File: src/rtl/tcu_params.svh
`ifndef TCU_PARAMS_SVH
`define TCU_PARAMS_SVH

`define TCU_BOTTOM      8'h00
`define TCU_MAX         8'hff
`define TCU_PRESC_W     10
`define TCU_CS_STOP     3'h0
`define TCU_WGM_NORMAL  3'h0
`define TCU_WGM_PC_FF   3'h1
`define TCU_WGM_CTC     3'h2
`define TCU_WGM_FAST_FF 3'h3
`define TCU_WGM_PC_OCA  3'h5
`define TCU_WGM_FAST_OCA 3'h7
`define TCU_FLAG_OVF    0
`define TCU_FLAG_MA     1
`define TCU_FLAG_MB     2
`define TCU_FLAG_RST    3'h0

`endif

File: src/rtl/tcu_pkg.sv
package tcu_pkg;

  typedef struct packed {
    logic       power_off_timer_bit;
    logic       async_clock_select;
    logic [2:0] clock_source_select;
    logic [2:0] waveform_mode_select;
  } tcu_cfg_t;

  typedef struct packed {
    logic [7:0] wdata;
    logic       count_wr;
    logic       cmp_a_wr;
    logic       cmp_b_wr;
    logic [2:0] flag_clr;
  } tcu_cpu_t;

  typedef struct packed {
    logic       top;
    logic       bottom;
    logic       match_a;
    logic       match_b;
  } tcu_wave_t;

  typedef struct packed {
    logic [9:0] cnt;
    logic       osc_d;
    logic       osc_dd;
  } tcu_pre_st_t;

  typedef struct packed {
    logic [7:0] timer_count;
    logic [7:0] cmp_a_act;
    logic [7:0] cmp_b_act;
    logic [7:0] cmp_a_buf;
    logic [7:0] cmp_b_buf;
    logic       down;
    logic       block;
    logic       ma_d;
    logic       mb_d;
    logic [2:0] flags;
  } tcu_st_t;

endpackage

File: src/rtl/tcu_prescaler.sv
`timescale 1ns/1ps
`include "tcu_params.svh"

module tcu_prescaler (
  input  wire logic                clock,
  input  wire logic                nrst,
  input  wire tcu_pkg::tcu_cfg_t   cfg,
  input  wire logic                osc_pin_in,
  output logic                     timer_clock_tick
);
  import tcu_pkg::*;

  tcu_pre_st_t st_ff;
  tcu_pre_st_t nxt_st;
  logic        run;
  logic        src_edge;

  // -----------------------------------------------------------------
  // Prescaler and clock select
  // -----------------------------------------------------------------
  // The oscillator pin is taken as synchronous; a rising edge is one tick of the source.
  assign run = !cfg.power_off_timer_bit && (cfg.clock_source_select != `TCU_CS_STOP);

  assign src_edge = cfg.async_clock_select ? (st_ff.osc_d && !st_ff.osc_dd) : 1'b1;

  always_comb begin
    nxt_st        = st_ff;
    nxt_st.osc_d  = osc_pin_in;
    nxt_st.osc_dd = st_ff.osc_d;
    if (run && src_edge) begin
      nxt_st.cnt = st_ff.cnt + 10'h001;
    end
  end

  always_comb begin
    timer_clock_tick = 1'b0;
    if (run && src_edge) begin
      case (cfg.clock_source_select)
        3'h1:    timer_clock_tick = 1'b1;
        3'h2:    timer_clock_tick = (st_ff.cnt[2:0] == 3'h7);
        3'h3:    timer_clock_tick = (st_ff.cnt[4:0] == 5'h1f);
        3'h4:    timer_clock_tick = (st_ff.cnt[5:0] == 6'h3f);
        3'h5:    timer_clock_tick = (st_ff.cnt[6:0] == 7'h7f);
        3'h6:    timer_clock_tick = (st_ff.cnt[7:0] == 8'hff);
        3'h7:    timer_clock_tick = (st_ff.cnt == 10'h3ff);
        default: timer_clock_tick = 1'b0;
      endcase
    end
  end

  always_ff @(posedge clock or negedge nrst) begin
    if (!nrst) begin
      st_ff <= '0;
    end else begin
      st_ff <= nxt_st;
    end
  end
endmodule // tcu_prescaler

File: src/rtl/tcu_compare.sv
`timescale 1ns/1ps
`include "tcu_params.svh"

module tcu_compare #(
  parameter int WIDTH = 8
) (
  input  wire logic [WIDTH-1:0] timer_count,
  input  wire logic [WIDTH-1:0] cmp_a,
  input  wire logic [WIDTH-1:0] cmp_b,
  output logic      [1:0]       match
);

  // -----------------------------------------------------------------
  // Comparators
  // -----------------------------------------------------------------
  // continuous compare
  assign match[0] = (timer_count == cmp_a);
  assign match[1] = (timer_count == cmp_b);

endmodule // tcu_compare

File: src/rtl/tcu_counter_unit.sv
`timescale 1ns/1ps
`include "tcu_params.svh"

module tcu_counter_unit (
  input  wire logic               clock,
  input  wire logic               nrst,
  input  wire tcu_pkg::tcu_cfg_t  cfg,
  input  wire tcu_pkg::tcu_cpu_t  cpu,
  input  wire logic [2:0]         timer_mask_reg,
  input  wire logic [2:0]         irq_ack,
  input  wire logic               osc_pin_in,
  output logic      [7:0]         timer_count,
  output logic      [7:0]         compare_value_a,
  output logic      [7:0]         compare_value_b,
  output logic      [2:0]         timer_flag_reg,
  output logic      [2:0]         irq_req,
  output logic                    timer_clock_tick,
  output tcu_pkg::tcu_wave_t      wave
);
  import tcu_pkg::*;

  tcu_st_t    st_ff;
  tcu_st_t    nxt_st;
  logic [1:0] match;
  logic [7:0] top_val;
  logic       pwm;
  logic       dual;
  logic       at_top;
  logic       at_bottom;
  logic       ovf_ev;
  logic [2:0] set_ev;
  logic [2:0] clr_ev;

  // -----------------------------------------------------------------
  // Clock select and comparators
  // -----------------------------------------------------------------
  tcu_prescaler u_pre (
    .clock            (clock),
    .nrst             (nrst),
    .cfg              (cfg),
    .osc_pin_in       (osc_pin_in),
    .timer_clock_tick (timer_clock_tick)
  );

  tcu_compare #(.WIDTH(8)) u_cmp (
    .timer_count (st_ff.timer_count),
    .cmp_a       (st_ff.cmp_a_act),
    .cmp_b       (st_ff.cmp_b_act),
    .match       (match)
  );

  // -----------------------------------------------------------------
  // Mode decode
  // -----------------------------------------------------------------
  // mode field decode
  assign pwm  = (cfg.waveform_mode_select != `TCU_WGM_NORMAL)
             && (cfg.waveform_mode_select != `TCU_WGM_CTC);
  assign dual = (cfg.waveform_mode_select == `TCU_WGM_PC_FF)
             || (cfg.waveform_mode_select == `TCU_WGM_PC_OCA);

  always_comb begin
    case (cfg.waveform_mode_select)
      `TCU_WGM_CTC, `TCU_WGM_PC_OCA, `TCU_WGM_FAST_OCA: top_val = st_ff.cmp_a_act;
      default:                                           top_val = `TCU_MAX;
    endcase
  end

  assign at_top    = (st_ff.timer_count == top_val);
  assign at_bottom = (st_ff.timer_count == `TCU_BOTTOM);
  assign wave.top     = at_top;
  assign wave.bottom  = at_bottom;
  assign wave.match_a = match[0] && !st_ff.block;
  assign wave.match_b = match[1] && !st_ff.block;

  // -----------------------------------------------------------------
  // Counter, buffers and flags
  // -----------------------------------------------------------------
  always_comb begin
    nxt_st = st_ff;
    ovf_ev = 1'b0;
    set_ev = 3'h0;
    clr_ev = cpu.flag_clr | irq_ack;
    if (timer_clock_tick) begin
      nxt_st.block = 1'b0;
      nxt_st.ma_d  = wave.match_a;
      nxt_st.mb_d  = wave.match_b;
      // The flag rises on the tick that leaves the matching count, never a tick later.
      // match sets flag
      set_ev[`TCU_FLAG_MA] = wave.match_a;
      set_ev[`TCU_FLAG_MB] = wave.match_b;
      if (dual) begin
        if (st_ff.down) begin
          nxt_st.timer_count = st_ff.timer_count - 8'h01;
          if (st_ff.timer_count == 8'h01) begin
            nxt_st.down = 1'b0;
          end
        end else begin
          nxt_st.timer_count = st_ff.timer_count + 8'h01;
          if (st_ff.timer_count + 8'h01 == top_val) begin
            nxt_st.down = 1'b1;
          end
        end
        ovf_ev = at_bottom;
      end else if (at_top) begin
        nxt_st.timer_count = `TCU_BOTTOM;
        nxt_st.down        = 1'b0;
        ovf_ev = (cfg.waveform_mode_select == `TCU_WGM_NORMAL)
              || (cfg.waveform_mode_select == `TCU_WGM_CTC) ? (top_val == `TCU_MAX) : 1'b1;
      end else begin
        nxt_st.timer_count = st_ff.timer_count + 8'h01;
        // A CTC count written above top runs on to max and overflows there.
        // overrun at max
        ovf_ev = !pwm && (st_ff.timer_count == `TCU_MAX);
      end
      // Both PWM flavours reload at top, where the dual slope has already turned.
      // buffered update at top
      if (pwm && at_top) begin
        nxt_st.cmp_a_act = st_ff.cmp_a_buf;
        nxt_st.cmp_b_act = st_ff.cmp_b_buf;
      end
    end
    set_ev[`TCU_FLAG_OVF] = ovf_ev;
    if (cpu.cmp_a_wr) begin
      nxt_st.cmp_a_buf = cpu.wdata;
      if (!pwm) begin
        nxt_st.cmp_a_act = cpu.wdata;
      end
    end
    if (cpu.cmp_b_wr) begin
      nxt_st.cmp_b_buf = cpu.wdata;
      if (!pwm) begin
        nxt_st.cmp_b_act = cpu.wdata;
      end
    end
    if (cpu.count_wr) begin
      nxt_st.timer_count = cpu.wdata;
      nxt_st.block       = 1'b1;
      nxt_st.ma_d        = 1'b0;
      nxt_st.mb_d        = 1'b0;
    end
    nxt_st.flags = (st_ff.flags & ~clr_ev) | set_ev;
  end

  always_ff @(posedge clock or negedge nrst) begin
    if (!nrst) begin
      st_ff <= '0;
    end else begin
      st_ff <= nxt_st;
    end
  end

  assign timer_count     = st_ff.timer_count;
  assign compare_value_a = st_ff.cmp_a_buf;
  assign compare_value_b = st_ff.cmp_b_buf;
  assign timer_flag_reg  = st_ff.flags;
  assign irq_req         = st_ff.flags & timer_mask_reg;
endmodule // tcu_counter_unit

File: config.mk
export PLATFORM = sky130hd
export DESIGN_NAME = tcu_counter_unit
export DESIGN_NICKNAME = d
export VERILOG_FILES = /design/src/rtl/tcu_pkg.sv /design/src/rtl/tcu_prescaler.sv /design/src/rtl/tcu_compare.sv /design/src/rtl/tcu_counter_unit.sv
export VERILOG_INCLUDE_DIRS = /design/src /design/src/rtl
export SDC_FILE = /design/constraint.sdc
export NUM_CORES = 1
export LEC_CHECK = 0
export BUFFER_PORTS_ARGS = -buffer_cell sky130_fd_sc_hd__buf_4
export CAP_MARGIN = 40
export CORE_ASPECT_RATIO = 1.2
export CORE_MARGIN = 1.5
export CORE_UTILIZATION = 50
export CTS_CLUSTER_DIAMETER = 50
export DETAILED_ROUTE_END_ITERATION = 7
export HOLD_SLACK_MARGIN = 0.12
export PLACE_DENSITY = 0.82
export SYNTH_ARGS = -nofsm -noshare
export SYNTH_HDL_FRONTEND = slang
export SYNTH_SLANG_ARGS = --single-unit
export TNS_END_PERCENT = 5
File: constraint.sdc
create_clock -name clock -period 5.7 [get_ports clock]
set_input_delay 1.71 -clock clock [delete_from_list [all_inputs] [get_ports clock]]
set_output_delay 1.71 -clock clock [all_outputs]
set_load 0.02 [all_outputs]
---- Word-level counts from Yosys, hierarchy flattened ----
Index checks and enable logic that the tools add are counted.
cells by class
  $add $sub $neg .......................... 3
  eq/ne operators ......................... 25
  muxes and demuxes ....................... 26
  bitwise operators ....................... 5
  reductions and logical operators ........ 22
operators by type and width
  cell                                                                   count
  8-bit 2-to-1 mux                                                       9
  8-bit equality test                                                    4
  8-bit equality test, second input constant                             3
  24-bit 2-to-1 mux                                                      1
  3-bit equality test, second input constant                             7
  16-bit 2-to-1 mux                                                      1
  1-bit 2-to-1 mux                                                       11
  10-bit by 1-bit adder with 10-bit output, second input constant        1
  10-bit equality test, second input constant                            1
  3-bit by 2-bit equality test with 1-bit output, second input constant  3
  8-bit by 1-bit adder with 8-bit output, second input constant          1
  8-bit by 1-bit equality test with 1-bit output, second input constant  1
  1-bit logical AND                                                      8
  8-bit zero test                                                        1
  8-bit by 1-bit subtractor with 8-bit output, second input constant     1
  7-bit equality test, second input constant                             1
  1-bit one-hot mux with 7 select lines                                  1
  3-bit bitwise AND                                                      2
  3-bit by 1-bit equality test with 1-bit output, second input constant  2
  6-bit equality test, second input constant                             1
  3-bit 2-to-1 mux                                                       2
  3-bit bitwise OR                                                       2
  3-bit nonzero test                                                     2
  5-bit equality test, second input constant                             1
  9 further kinds                                                        14
word-level totals
  register bits ........................... 57
  output and inout bits ................... 35

---- Longest topological paths before layout ----
Gate-level depths: netlist of the first run.
  depth in word-level cells ............... 9
  mapped depth ............................ 10
  depth with buffers taken out ............ 9

---- Cells and area by module ----
From an unflattened synthesis of the first run, not the netlist that was laid out.
second synthesis, totals
  cell total of the unflattened synthesis .. 433
  area total of the unflattened synthesis .. 3952.5 µm²
modules (own cells, without submodules)
  module            instances  cells each  area an instance (µm²)  sequential area each (µm²)
  tcu_counter_unit  1          358         3149.3                  1126.1
  tcu_prescaler     1          53          630.6                   300.3
  tcu_compare       1          22          172.7                   0.0

---- Least setup slack after synthesis of the first run ----
OpenSTA, ideal clock, no wires.
  path type ............................... in2out
  from .................................... input port cfg[2] in the netlist's numbering
  to ...................................... output port wave[3] in the netlist's numbering
  arrival ................................. 3245 ps
  path slack .............................. 745 ps
  cell stages on the path ................. 8
  buffers on the path ..................... 3
  cells stage by stage .................... or3b_1 -> buf_2 -> a211o_1 -> a22oi_2 -> nand4bb_2 -> inv_2 -> buf_4 -> buf_4
between the ends
  longest elaborated chain between the ends .. 4
ends and longest elaborated chain
  item                                                                                   line                    source
  start, declared                                                                        tcu_counter_unit.sv:7   input wire tcu_pkg::tcu_cfg_t cfg,
  3-bit equality test or 3-bit by 2-bit equality test with 1-bit output (tied branches)  tcu_counter_unit.sv:62  case (cfg.waveform_mode_select)
  3-bit OR reduction (*)                                                                 tcu_counter_unit.sv:62
  8-bit 2-to-1 mux (*)                                                                   tcu_counter_unit.sv:62
  8-bit equality test (*)                                                                tcu_counter_unit.sv:68  assign at_top = (st_ff.timer_count == top_val);
  end, declared                                                                          tcu_counter_unit.sv:18  output tcu_pkg::tcu_wave_t wave
Every way passes the cells marked *; elsewhere a longest branch is shown, timed or not.

==> results of run 1 <==
[per-stage QoR]
step / hold WS [ps] / util / worst slack, ps / instance area [µm²]
6_report: 391.9 / 0.5838 / 690.8 / 4499
5_1_grt: 427.4 / 0.5838 / 590.0 / 4499
4_1_cts: 398.8 / 0.5838 / 696.2 / 4499
3_5_place_dp: 384.3 / 0.5558 / 693.9 / 4284
3_3_place_gp: 364.9 / 0.5558 / 711.7 / 4284
2_1_floorplan: 354.6 / - / 744.6 / 4001
[cells in the final DEF, fill, tap and decap left out, types with 8 or more instances in the layout]
cell	instances
sky130_fd_sc_hd__a21oi_1	23
sky130_fd_sc_hd__mux2_2	17
sky130_fd_sc_hd__dfrtp_1	57
sky130_fd_sc_hd__clkbuf_8	12
sky130_fd_sc_hd__nor3_1	10
sky130_fd_sc_hd__nand3_1	17
sky130_fd_sc_hd__o21ai_0	25
sky130_fd_sc_hd__buf_4	70
sky130_fd_sc_hd__inv_1	12
sky130_fd_sc_hd__nand2_1	28
sky130_fd_sc_hd__xnor2_1	28
sky130_fd_sc_hd__a211oi_1	8
sky130_fd_sc_hd__a31oi_1	18
sky130_fd_sc_hd__nor2_1	31
sky130_fd_sc_hd__o211ai_1	8
[power by group]
part | internal (µW) | leakage, µW | switching (µW) | total (µW)
clock | 237 | 0.000105 | 167 | 403
sequential | 460 | 0.000667 | 81.9 | 542
combinational | 145 | 0.00114 | 156 | 300
[layer usage]
metal	GRT usage	vias to the layer above	wire, µm
met2	0.3803	167	4722
li1	-	1636	-
met4	0.1129	0	301
met5	0	-	0
met1	0.3351	1674	4361
met3	0.04586	27	765
[critical path: stages]
cell	delay, ps
sky130_fd_sc_hd__buf_4	150
sky130_fd_sc_hd__or3b_1	500
sky130_fd_sc_hd__a211oi_1	340
sky130_fd_sc_hd__o22ai_1	110
sky130_fd_sc_hd__nand4bb_2	260
sky130_fd_sc_hd__inv_2	90
sky130_fd_sc_hd__buf_4	130
[cell families after synthesis]
family                   share of synthesized area
multiplexers                               0.05284
adder cells (fa/ha/maj)                    0.02189
flip-flops                                  0.3565
AO/OA/AOI/OAI                               0.2048
XOR/XNOR                                   0.08005
AND/OR/NAND/NOR                             0.1814
buffers and inverters                       0.1026
[layout make-up]
class,count,share of cell area
multi-input cells,318,0.4811
well taps,92,0.02558
flip-flops and latches,57,0.3170
repair buffers,70,0.1168
clock inverters,4,0.01112
inverters,14,0.01168
clock buffers,12,0.03671
[final timing paths]
path                                  from                end  cells past startpoint
max                                 cfg[2]            wave[3]                      7
min                        u_pre.nxt_st[0]     u_pre.st_ff[0]                      0
max reg2reg                 timer_count[5]  timer_flag_reg[0]                      8
min reg2reg                u_pre.nxt_st[0]     u_pre.st_ff[0]                      0
max in group asynchronous             nrst          st_ff[35]                      1
min in group asynchronous             nrst     timer_count[3]                      1
==> impl_metrics.tcl, run 1 <==
set metrics [dict create \
    post_synth_most_frequent_cells "sky130_fd_sc_hd__dfrtp_1 (57), sky130_fd_sc_hd__nor2_1 (31), sky130_fd_sc_hd__buf_4 (30)" \
    start_kind "input port" \
    static_leak_uw 0.001916 \
    hold_class "flop to flop" \
    routability_congestion_estimate 0.9617 \
    cts.sink_count 57 \
    synth_flop_cell "sky130_fd_sc_hd__dfrtp_1" \
    timing.reg2reg.setup_slack_ps 3100 \
    avgRoutedWirePerCell_um 17.90 \
    cts_root_buf "sky130_fd_sc_hd__clkbuf_8" \
    asyncSetResetFlopFracSynth 1.000 \
    grt_start_max_net_pins 58 \
    postCtsSetupRepairBufs 0 \
    numCtsBuffers 9 \
    drtAntennaViolNets 0 \
    synthTopCellsByArea "sky130_fd_sc_hd__dfrtp_1 (36%), sky130_fd_sc_hd__xnor2_1 (6.1%), sky130_fd_sc_hd__buf_4 (5.6%), sky130_fd_sc_hd__mux2_2 (4.8%), sky130_fd_sc_hd__o21ai_0 (3.1%)" \
    fp.dieH_um 101.0 \
    most_frequent_cell_after_synthesis "sky130_fd_sc_hd__dfrtp_1" \
    critical_path_required_ps 3990 \
    cts_tree "yes" \
    total_negative_slack_for_setup_checks_ps 0 \
    achievable-frequency_mhz 199.6 \
    drt_iter0_drcs 371 \
    drive_above_1_share 0.2358 \
    ys.warnings.count 0 \
    ctsLongestPathBuffers 2 \
    largest-register "st_ff" \
    biggestRegsByFlops "st_ff (18), u_pre.st_ff (11)" \
    netlist_area_um2 4001 \
    largest_register_ffs 18 \
    track_usage 0.2458 \
    synth_nets 486 \
    grt_antenna_before_repair 0 \
    rsz0062_at_grt "no" \
    synth_top_cell_by_area "sky130_fd_sc_hd__dfrtp_1" \
    crit_arrival_ps 3300 \
    grt_first_pass_wirelength_um 16500 \
    synth.avg_cell_area_um2 8.932 \
    dp_cells 551 \
    maxCapViolCount 0 \
    multi_input_comb_area_um2 2165 \
    hold_viol_final 0 \
    instances_no_fill 567 \
    design.die.area_um2 8551 \
    cts-htree-levels 3 \
    first_pass_iters 5 \
    layout_min_cycle_time_ps 5009 \
    sequential_fraction_of_the_synthesis_area 0.3565 \
    num_vias 3504 \
    final_report_max_slew_violation_count 0 \
    drc 0 \
    hpwl_um 7270 \
    grt_overflow 0 \
    fin_nets 508 \
    clock_network_latency_to_the_later_pin_of_the_worst_skew_pair_ps 340 \
    syn_inst 448 \
    core.rowCount 35 \
    start_util 0.5192 \
    cts-hold-fix-buffers 0 \
    outcome "complete, no violations" \
    maximum_net_fanout_on_the_critical_path 13 \
    setup.worst_path.class "input port to output port" \
    netlist.area_leader.share 0.3565 \
    seq_area_um2 1426 \
    core_region_area_um2 7707 \
    vdd_ir_drop_max_mv 0.1741 \
    synth_enable_flop_cells 0 \
    finalSetupViolations 0 \
    totalWireLength_um 10150 \
    slew_headroom 0.5084 \
    clk_transition_reported_paths_ps 60 \
    layout_overhead_on_the_synthesized_area_pct 12.45 \
    routed_via_density 6.180 \
    fin_crit_sh 0.8788 \
    number_of_global_route_vias_before_repair 3244 \
    port-buffer-count 65 \
    tightest_slew_ps 736.0 \
    num_antenna_cells 0 \
    cell_area_power_density_nw_per_um2 276.8 \
    die_width_um 84.67 \
    postSynthRegisterBits 57 \
    worst_clock_skew_ps 12.23 \
    top_level_ports 66 \
    power_uw 1246 \
    yosysUniqueCellTypes 60 \
    post_cts.resized_instances 0 \
    cp-end-kind "output port" \
    fillCellCount 694 \
]
No activity file was read; power rests on OpenSTA's default activity.
==> inputs of run 2 (changes only) <==
==> constraint.sdc (replaced) <==
create_clock -name clock -period 5.7 [get_ports clock]
set_input_delay 0.285 -clock clock [delete_from_list [all_inputs] [get_ports clock]]
set_output_delay 0.285 -clock clock [all_outputs]
set_load 0.02 [all_outputs]
==> impl_metrics.tcl, run 2 (synthesized netlist as in run 1, its figures left out) <==
set metrics [dict create \
    cts.sink_count 57 \
    routed_via_density 6.194 \
    fin_worst_hold_slack_ps 230.2 \
    cts-htree-levels 3 \
    fin_crit_sh 0.6119 \
    grt_first_pass_wirelength_um 16480 \
    avgRoutedWirePerCell_um 18.07 \
    final_report_max_slew_violation_count 0 \
    drc 0 \
    num_vias 3487 \
    setup.worst_path.class "flop to output port" \
    fin_nets 506 \
    maxCapViolCount 0 \
    dp_cells 547 \
    largest-register "st_ff" \
    timing.hold.worst.start "cpu[11]" \
    critical_path_required_ps 5410 \
    die_width_um 84.67 \
    worst_clock_skew_ps 7.927 \
    top_level_ports 66 \
    cts_tree "yes" \
    vdd_ir_drop_max_mv 0.2056 \
    rsz0062_at_grt "no" \
    tightest_slew_ps 890.4 \
    grt_start_max_net_pins 58 \
    layout.core_utilization 0.5826 \
    total_negative_slack_for_setup_checks_ps 0 \
    crit_arrival_ps 3200 \
    core.rowCount 35 \
    hold_viol_final 0 \
    path_delay_family "compound AO/OA/AOI/OAI gates" \
    worstPathBufferInverterCount 2 \
    totalWireLength_um 10170 \
    number_of_global_route_vias_before_repair 3200 \
    ctsLongestPathBuffers 2 \
    post_cts.resized_instances 0 \
    crit_path_frequent_cell "sky130_fd_sc_hd__ha_1" \
    fp.dieH_um 101.0 \
    timing.reg2reg.setup_slack_ps 2590 \
    routability_congestion_estimate 0.9839 \
    startpoint "u_pre.st_ff[2]" \
    grt_overflow 0 \
    drt_iter0_drcs 433 \
    clock_network_latency_to_the_later_pin_of_the_worst_skew_pair_ps 340 \
    first_pass_iters 5 \
    layout_overhead_on_the_synthesized_area_pct 12.23 \
    max_stage_delay_cell_worst_path "sky130_fd_sc_hd__o21ai_1" \
    drive_above_1_share 0.2251 \
    ff_to_ff_start "u_pre.st_ff[2]" \
    finalSetupViolations 0 \
    port-buffer-count 65 \
    fillCellCount 706 \
    cts_root_buf "sky130_fd_sc_hd__clkbuf_8" \
    maximum_net_fanout_on_the_critical_path 12 \
    critical_path.max_stage_delay_ps 720 \
    timing.final.ws_setup_ps 2212 \
    achievable-frequency_mhz 286.7 \
    numCtsBuffers 9 \
    grt_antenna_before_repair 0 \
    clk_transition_reported_paths_ps 70 \
    slew_headroom 0.4024 \
    drtAntennaViolNets 0 \
    cells_along_the_critical_path "ha_1 -> and3_1 -> ha_1 -> o21ai_0 -> a21oi_1 -> o21ai_1 -> clkinv_1 -> buf_4" \
    static_leak_uw 0.001912 \
    dpl_worst_slack_ps 2620 \
    core_region_area_um2 7707 \
    start_kind "flop" \
    start_util 0.5192 \
    cell_area_power_density_nw_per_um2 281.9 \
    largest_register_ffs 18 \
    track_usage 0.2447 \
    hpwl_um 7302 \
    biggestRegsByFlops "st_ff (18), u_pre.st_ff (11)" \
    cp-end-kind "output port" \
    hold_class "input port to flop" \
    layout.cells.most_common_list "sky130_fd_sc_hd__buf_4 (66), sky130_fd_sc_hd__dfrtp_1 (57), sky130_fd_sc_hd__nor2_1 (31)" \
    mostFrequentLayoutCell "sky130_fd_sc_hd__buf_4" \
    outcome "complete, no violations" \
    design.die.area_um2 8551 \
    num_antenna_cells 0 \
    instances_no_fill 563 \
    layout_min_cycle_time_ps 3488 \
]
## run 2: power by group
| group | total, µW | internal, µW | leakage, µW | switching, µW |
|---|---|---|---|---|
| combinational | 302 | 144 | 0.00113 | 158 |
| clock | 423 | 264 | 0.000111 | 159 |
| sequential | 541 | 460 | 0.000667 | 81.1 |
## run 2: worst reg2reg max path: cells and delay by family (launching register included)
kind	cells	cell delay (ps)
buf+inv	1	520
flops	1	410
fa+ha+maj	2	400
compound gates	5	1490
simple gates	1	150
## run 2: metrics by stage
| stage | cell area [µm²] | power [µW] |
|---|---|---|
| global route | 4491 | 1333 |
| detailed placement | 4254 | 845.2 |
| CTS | 4491 | 1267 |
| floorplan | 4001 | 760.7 |
| finish | 4491 | 1266 |
| global placement | 4254 | 834.2 |
## run 2: metal layers
metal,global-route usage,part of all wire
met3,0.05405,0.076
met2,0.3913,0.48
met1,0.3281,0.42
met5,0,0
met4,0.08685,0.019
## run 2: repair_timing
| item | 4_1_cts | 5_1_grt |
|---|---|---|
| hold buffers | 2 | 0 |
| endpoints found under the hold margin | 58 | 0 |
| buffers inserted | 0 | 0 |
| endpoints found under the setup margin | 0 | 0 |
## run 2: cell type report
cell class                      count  area, µm²  share of cell area
Clock buffer                       11      151.4             0.03371
Multi-Input combinational cell    318       2165              0.4820
Tap cell                           92      115.1             0.02563
Clock inverter                      3      65.06             0.01449
Inverter                           14      52.55             0.01170
Sequential cell                    57       1426              0.3176
Timing Repair Buffer               68      515.5              0.1148
## run 2: worst paths after layout
path,to,cells after the start
setup reg to reg,timer_count[7],9
setup / recovery,timer_clock_tick,8
hold / removal,compare_value_a[5],2
min in group asynchronous,u_pre.nxt_st[0],2
max in group asynchronous,st_ff[32],2
hold reg to reg,u_pre.st_ff[0],0
==> inputs of run 3 (changes only) <==
--- a/config.mk
+++ b/config.mk
@@ -6,6 +6,7 @@
 export SDC_FILE = /design/constraint.sdc
 export NUM_CORES = 1
 export LEC_CHECK = 0
+export ABC_AREA = 1
 export BUFFER_PORTS_ARGS = -buffer_cell sky130_fd_sc_hd__buf_4
 export CAP_MARGIN = 40
 export CORE_ASPECT_RATIO = 1.2
==> constraint.sdc (replaced) <==
create_clock -name clock -period 3.5 [get_ports clock]
set_input_delay 0.175 -clock clock [delete_from_list [all_inputs] [get_ports clock]]
set_output_delay 0.175 -clock clock [all_outputs]
set_load 0.02 [all_outputs]
==> impl_metrics.tcl, run 3 <==
set metrics [dict create \
    grt_antenna_before_repair 0 \
    critical_path.max_stage_delay_ps 390 \
    biggestRegsByFlops "st_ff (18), u_pre.st_ff (11)" \
    synth_enable_flop_cells 0 \
    totalWireLength_um 10920 \
    clk_transition_reported_paths_ps 70 \
    core_region_area_um2 7664 \
    largest-register "st_ff" \
    syn_inst 563 \
    cp-end-kind "flop" \
    cts-htree-levels 3 \
    synth_mux_area_frac 0 \
    largest_register_ffs 18 \
    max_stage_delay_cell_worst_path "sky130_fd_sc_hd__dfrtp_1" \
    power_uw 1975 \
    synthTopCellsByArea "sky130_fd_sc_hd__dfrtp_1 (36%), sky130_fd_sc_hd__nand2_1 (15%), sky130_fd_sc_hd__nand3_1 (6.4%), sky130_fd_sc_hd__inv_1 (6.2%), sky130_fd_sc_hd__buf_4 (5.7%)" \
    grt_first_pass_wirelength_um 17680 \
    cts_tree "yes" \
    postCtsSetupRepairBufs 0 \
    cell_area_power_density_nw_per_um2 437.8 \
    tightest_slew_ps 727.1 \
    synth_nets 601 \
    fin_worst_hold_slack_ps 131.6 \
    cts-hold-fix-buffers 8 \
    routed_via_density 5.546 \
    num_antenna_cells 0 \
    cells_along_the_critical_path "ha_1 -> nand2_1 -> nor2_1 -> ha_1 -> nand2_1 -> a21oi_1 -> a21oi_1 -> nand2_1 -> nand2_1 -> inv_2 -> nand3_2 -> nand2_1 -> nand3_1 -> nand2_1 -> inv_1" \
    grt_overflow 0 \
    yosys.area_share.adder 0.02226 \
    layout_min_cycle_time_ps 2604 \
    synth_flop_cell "sky130_fd_sc_hd__dfrtp_1" \
    netlist_area_um2 3934 \
    cts.sink_count 57 \
    asyncSetResetFlopFracSynth 1.000 \
    finish.instance_area_um2 4512 \
    rsz0062_at_grt "no" \
    maximum_net_fanout_on_the_critical_path 23 \
    synth_top_cell_by_area "sky130_fd_sc_hd__dfrtp_1" \
    post_cts.resized_instances 0 \
    post_synth_most_frequent_cells "sky130_fd_sc_hd__nand2_1 (161), sky130_fd_sc_hd__inv_1 (65), sky130_fd_sc_hd__dfrtp_1 (57)" \
    layout.cells.most_common_list "sky130_fd_sc_hd__nand2_1 (161), sky130_fd_sc_hd__buf_4 (67), sky130_fd_sc_hd__inv_1 (65)" \
    drc 0 \
    fin_nets 640 \
    drtAntennaViolNets 0 \
    total_negative_slack_for_setup_checks_ps 0 \
    crit_arrival_ps 2850 \
    fraction_of_synthesized_cell_area_in_xor_and_xnor_cells 0.05121 \
    hold_viol_final 0 \
    hpwl_um 8044 \
    path_delay_family "simple AND/OR/NAND/NOR gates" \
    drive_above_1_share 0.1532 \
    most_frequent_cell_after_synthesis "sky130_fd_sc_hd__nand2_1" \
    start_kind "flop" \
    track_usage 0.2655 \
    drt_iter0_drcs 282 \
    fp.dieH_um 100.2 \
    largest_family_of_logic_cells_by_synthesized_area "simple AND/OR/NAND/NOR gates" \
    setup.worst_path.class "flop to flop" \
    ys.warnings.count 0 \
    met1_usage 0.3110 \
    die_width_um 83.97 \
    slew_headroom 0.5153 \
    clock_network_latency_to_the_later_pin_of_the_worst_skew_pair_ps 350 \
    static_leak_uw 0.002322 \
    layout.core_utilization 0.5887 \
    outcome "complete, no violations" \
    achievable-frequency_mhz 384.0 \
    cts_root_buf "sky130_fd_sc_hd__clkbuf_8" \
    sequential_fraction_of_the_synthesis_area 0.3626 \
    grt_start_max_net_pins 58 \
    yosysUniqueCellTypes 31 \
    ctsLongestPathBuffers 2 \
    hold_class "input port to flop" \
    critical_path_required_ps 3740 \
    vdd_ir_drop_max_mv 0.3131 \
    synth-simple-area-share 0.3244 \
    netlist.area_leader.share 0.3626 \
    number_of_global_route_vias_before_repair 3694 \
    top_level_ports 66 \
    grt_use_met2 0.4609 \
    finalSetupViolations 0 \
    fin_crit_sh 0.7440 \
    layout_overhead_on_the_synthesized_area_pct 14.69 \
    postSynthRegisterBits 57 \
    crit_path_frequent_cell "sky130_fd_sc_hd__nand2_1" \
    first_pass_iters 5 \
    core.rowCount 35 \
    worst_clock_skew_ps 11.22 \
    met3_usage_grt 0.05921 \
    routability_congestion_estimate 0.9455 \
    design.die.area_um2 8411 \
    worstPathBufferInverterCount 2 \
    avgRoutedWirePerCell_um 15.63 \
    placement.cell_area_um2 4237 \
    synth.avg_cell_area_um2 6.987 \
    final_report_max_slew_violation_count 0 \
    port-buffer-count 65 \
    num_vias 3877 \
    numCtsBuffers 9 \
    synth_compound_area_frac 0.09447 \
    start_util 0.5133 \
    mostFrequentLayoutCell "sky130_fd_sc_hd__nand2_1" \
    busiest_layer "met2" \
    maxCapViolCount 0 \
]
## run 3: cell count changes in the layout (fill, tap and decap cells not counted), sizes merged, moves of 8 or more
cell / before / now
mux2: 17 / 0
nand4: 6 / 24
nor2: 31 / 53
a31oi: 18 / 0
o21ai: 26 / 17
a211oi: 9 / 1
inv: 13 / 66
nand2: 28 / 167
nand3: 17 / 51
xnor2: 28 / 11
## run 3: worst paths after layout
kind	start	end	slack [ps]	depth (start not counted)
worst min-delay path	cpu[3]	compare_value_b[0]	130	2
min in group asynchronous	nrst	u_pre.st_ff[9]	420	2
max in group asynchronous	nrst	compare_value_a[5]	2580	2
worst max register to register	u_pre.st_ff[2]	st_ff[23]	900	15
worst max-delay path	u_pre.st_ff[2]	st_ff[23]	900	15
worst min register to register	u_pre.nxt_st[0]	u_pre.st_ff[0]	380	0
## run 3: layout make-up
cell class	instances	area, µm²
inverters	68	255.2
fillers	700	3152
clock buffers	9	123.9
well taps	92	115.1
clock inverters	7	71.32
repair buffers	75	583.1
flip-flops and latches	57	1426
multi-input cells	391	1937
## run 3: cells by family after synthesis
logic type                 Yosys count
and+or+nand+nor                    298
buffers and inverters              115
adders and majority gates            7
DFF                                 57
AOI/OAI and AO/OA                   63
xor gates and xnor gates            23
## run 3: metrics by stage
step | std cells | worst slack (ps)
6_report | 699 | 896.0
2_1_floorplan | 563 | 1521
4_1_cts | 699 | 915.1
3_3_place_gp | 675 | 1094
3_5_place_dp | 675 | 924.5
5_1_grt | 699 | 551.0
## run 3: where the power goes
group	internal, µW	leakage (µW)	switching [µW]
clock	326	0.0000912	275
sequential	749	0.000668	110
combinational	202	0.00156	313
total	1280	0.00232	697
## run 3: metal layers
metal	share of wire	wire length, µm
met2	0.50	5414
met4	0.042	461
met1	0.40	4367
met3	0.062	680
met5	0	0
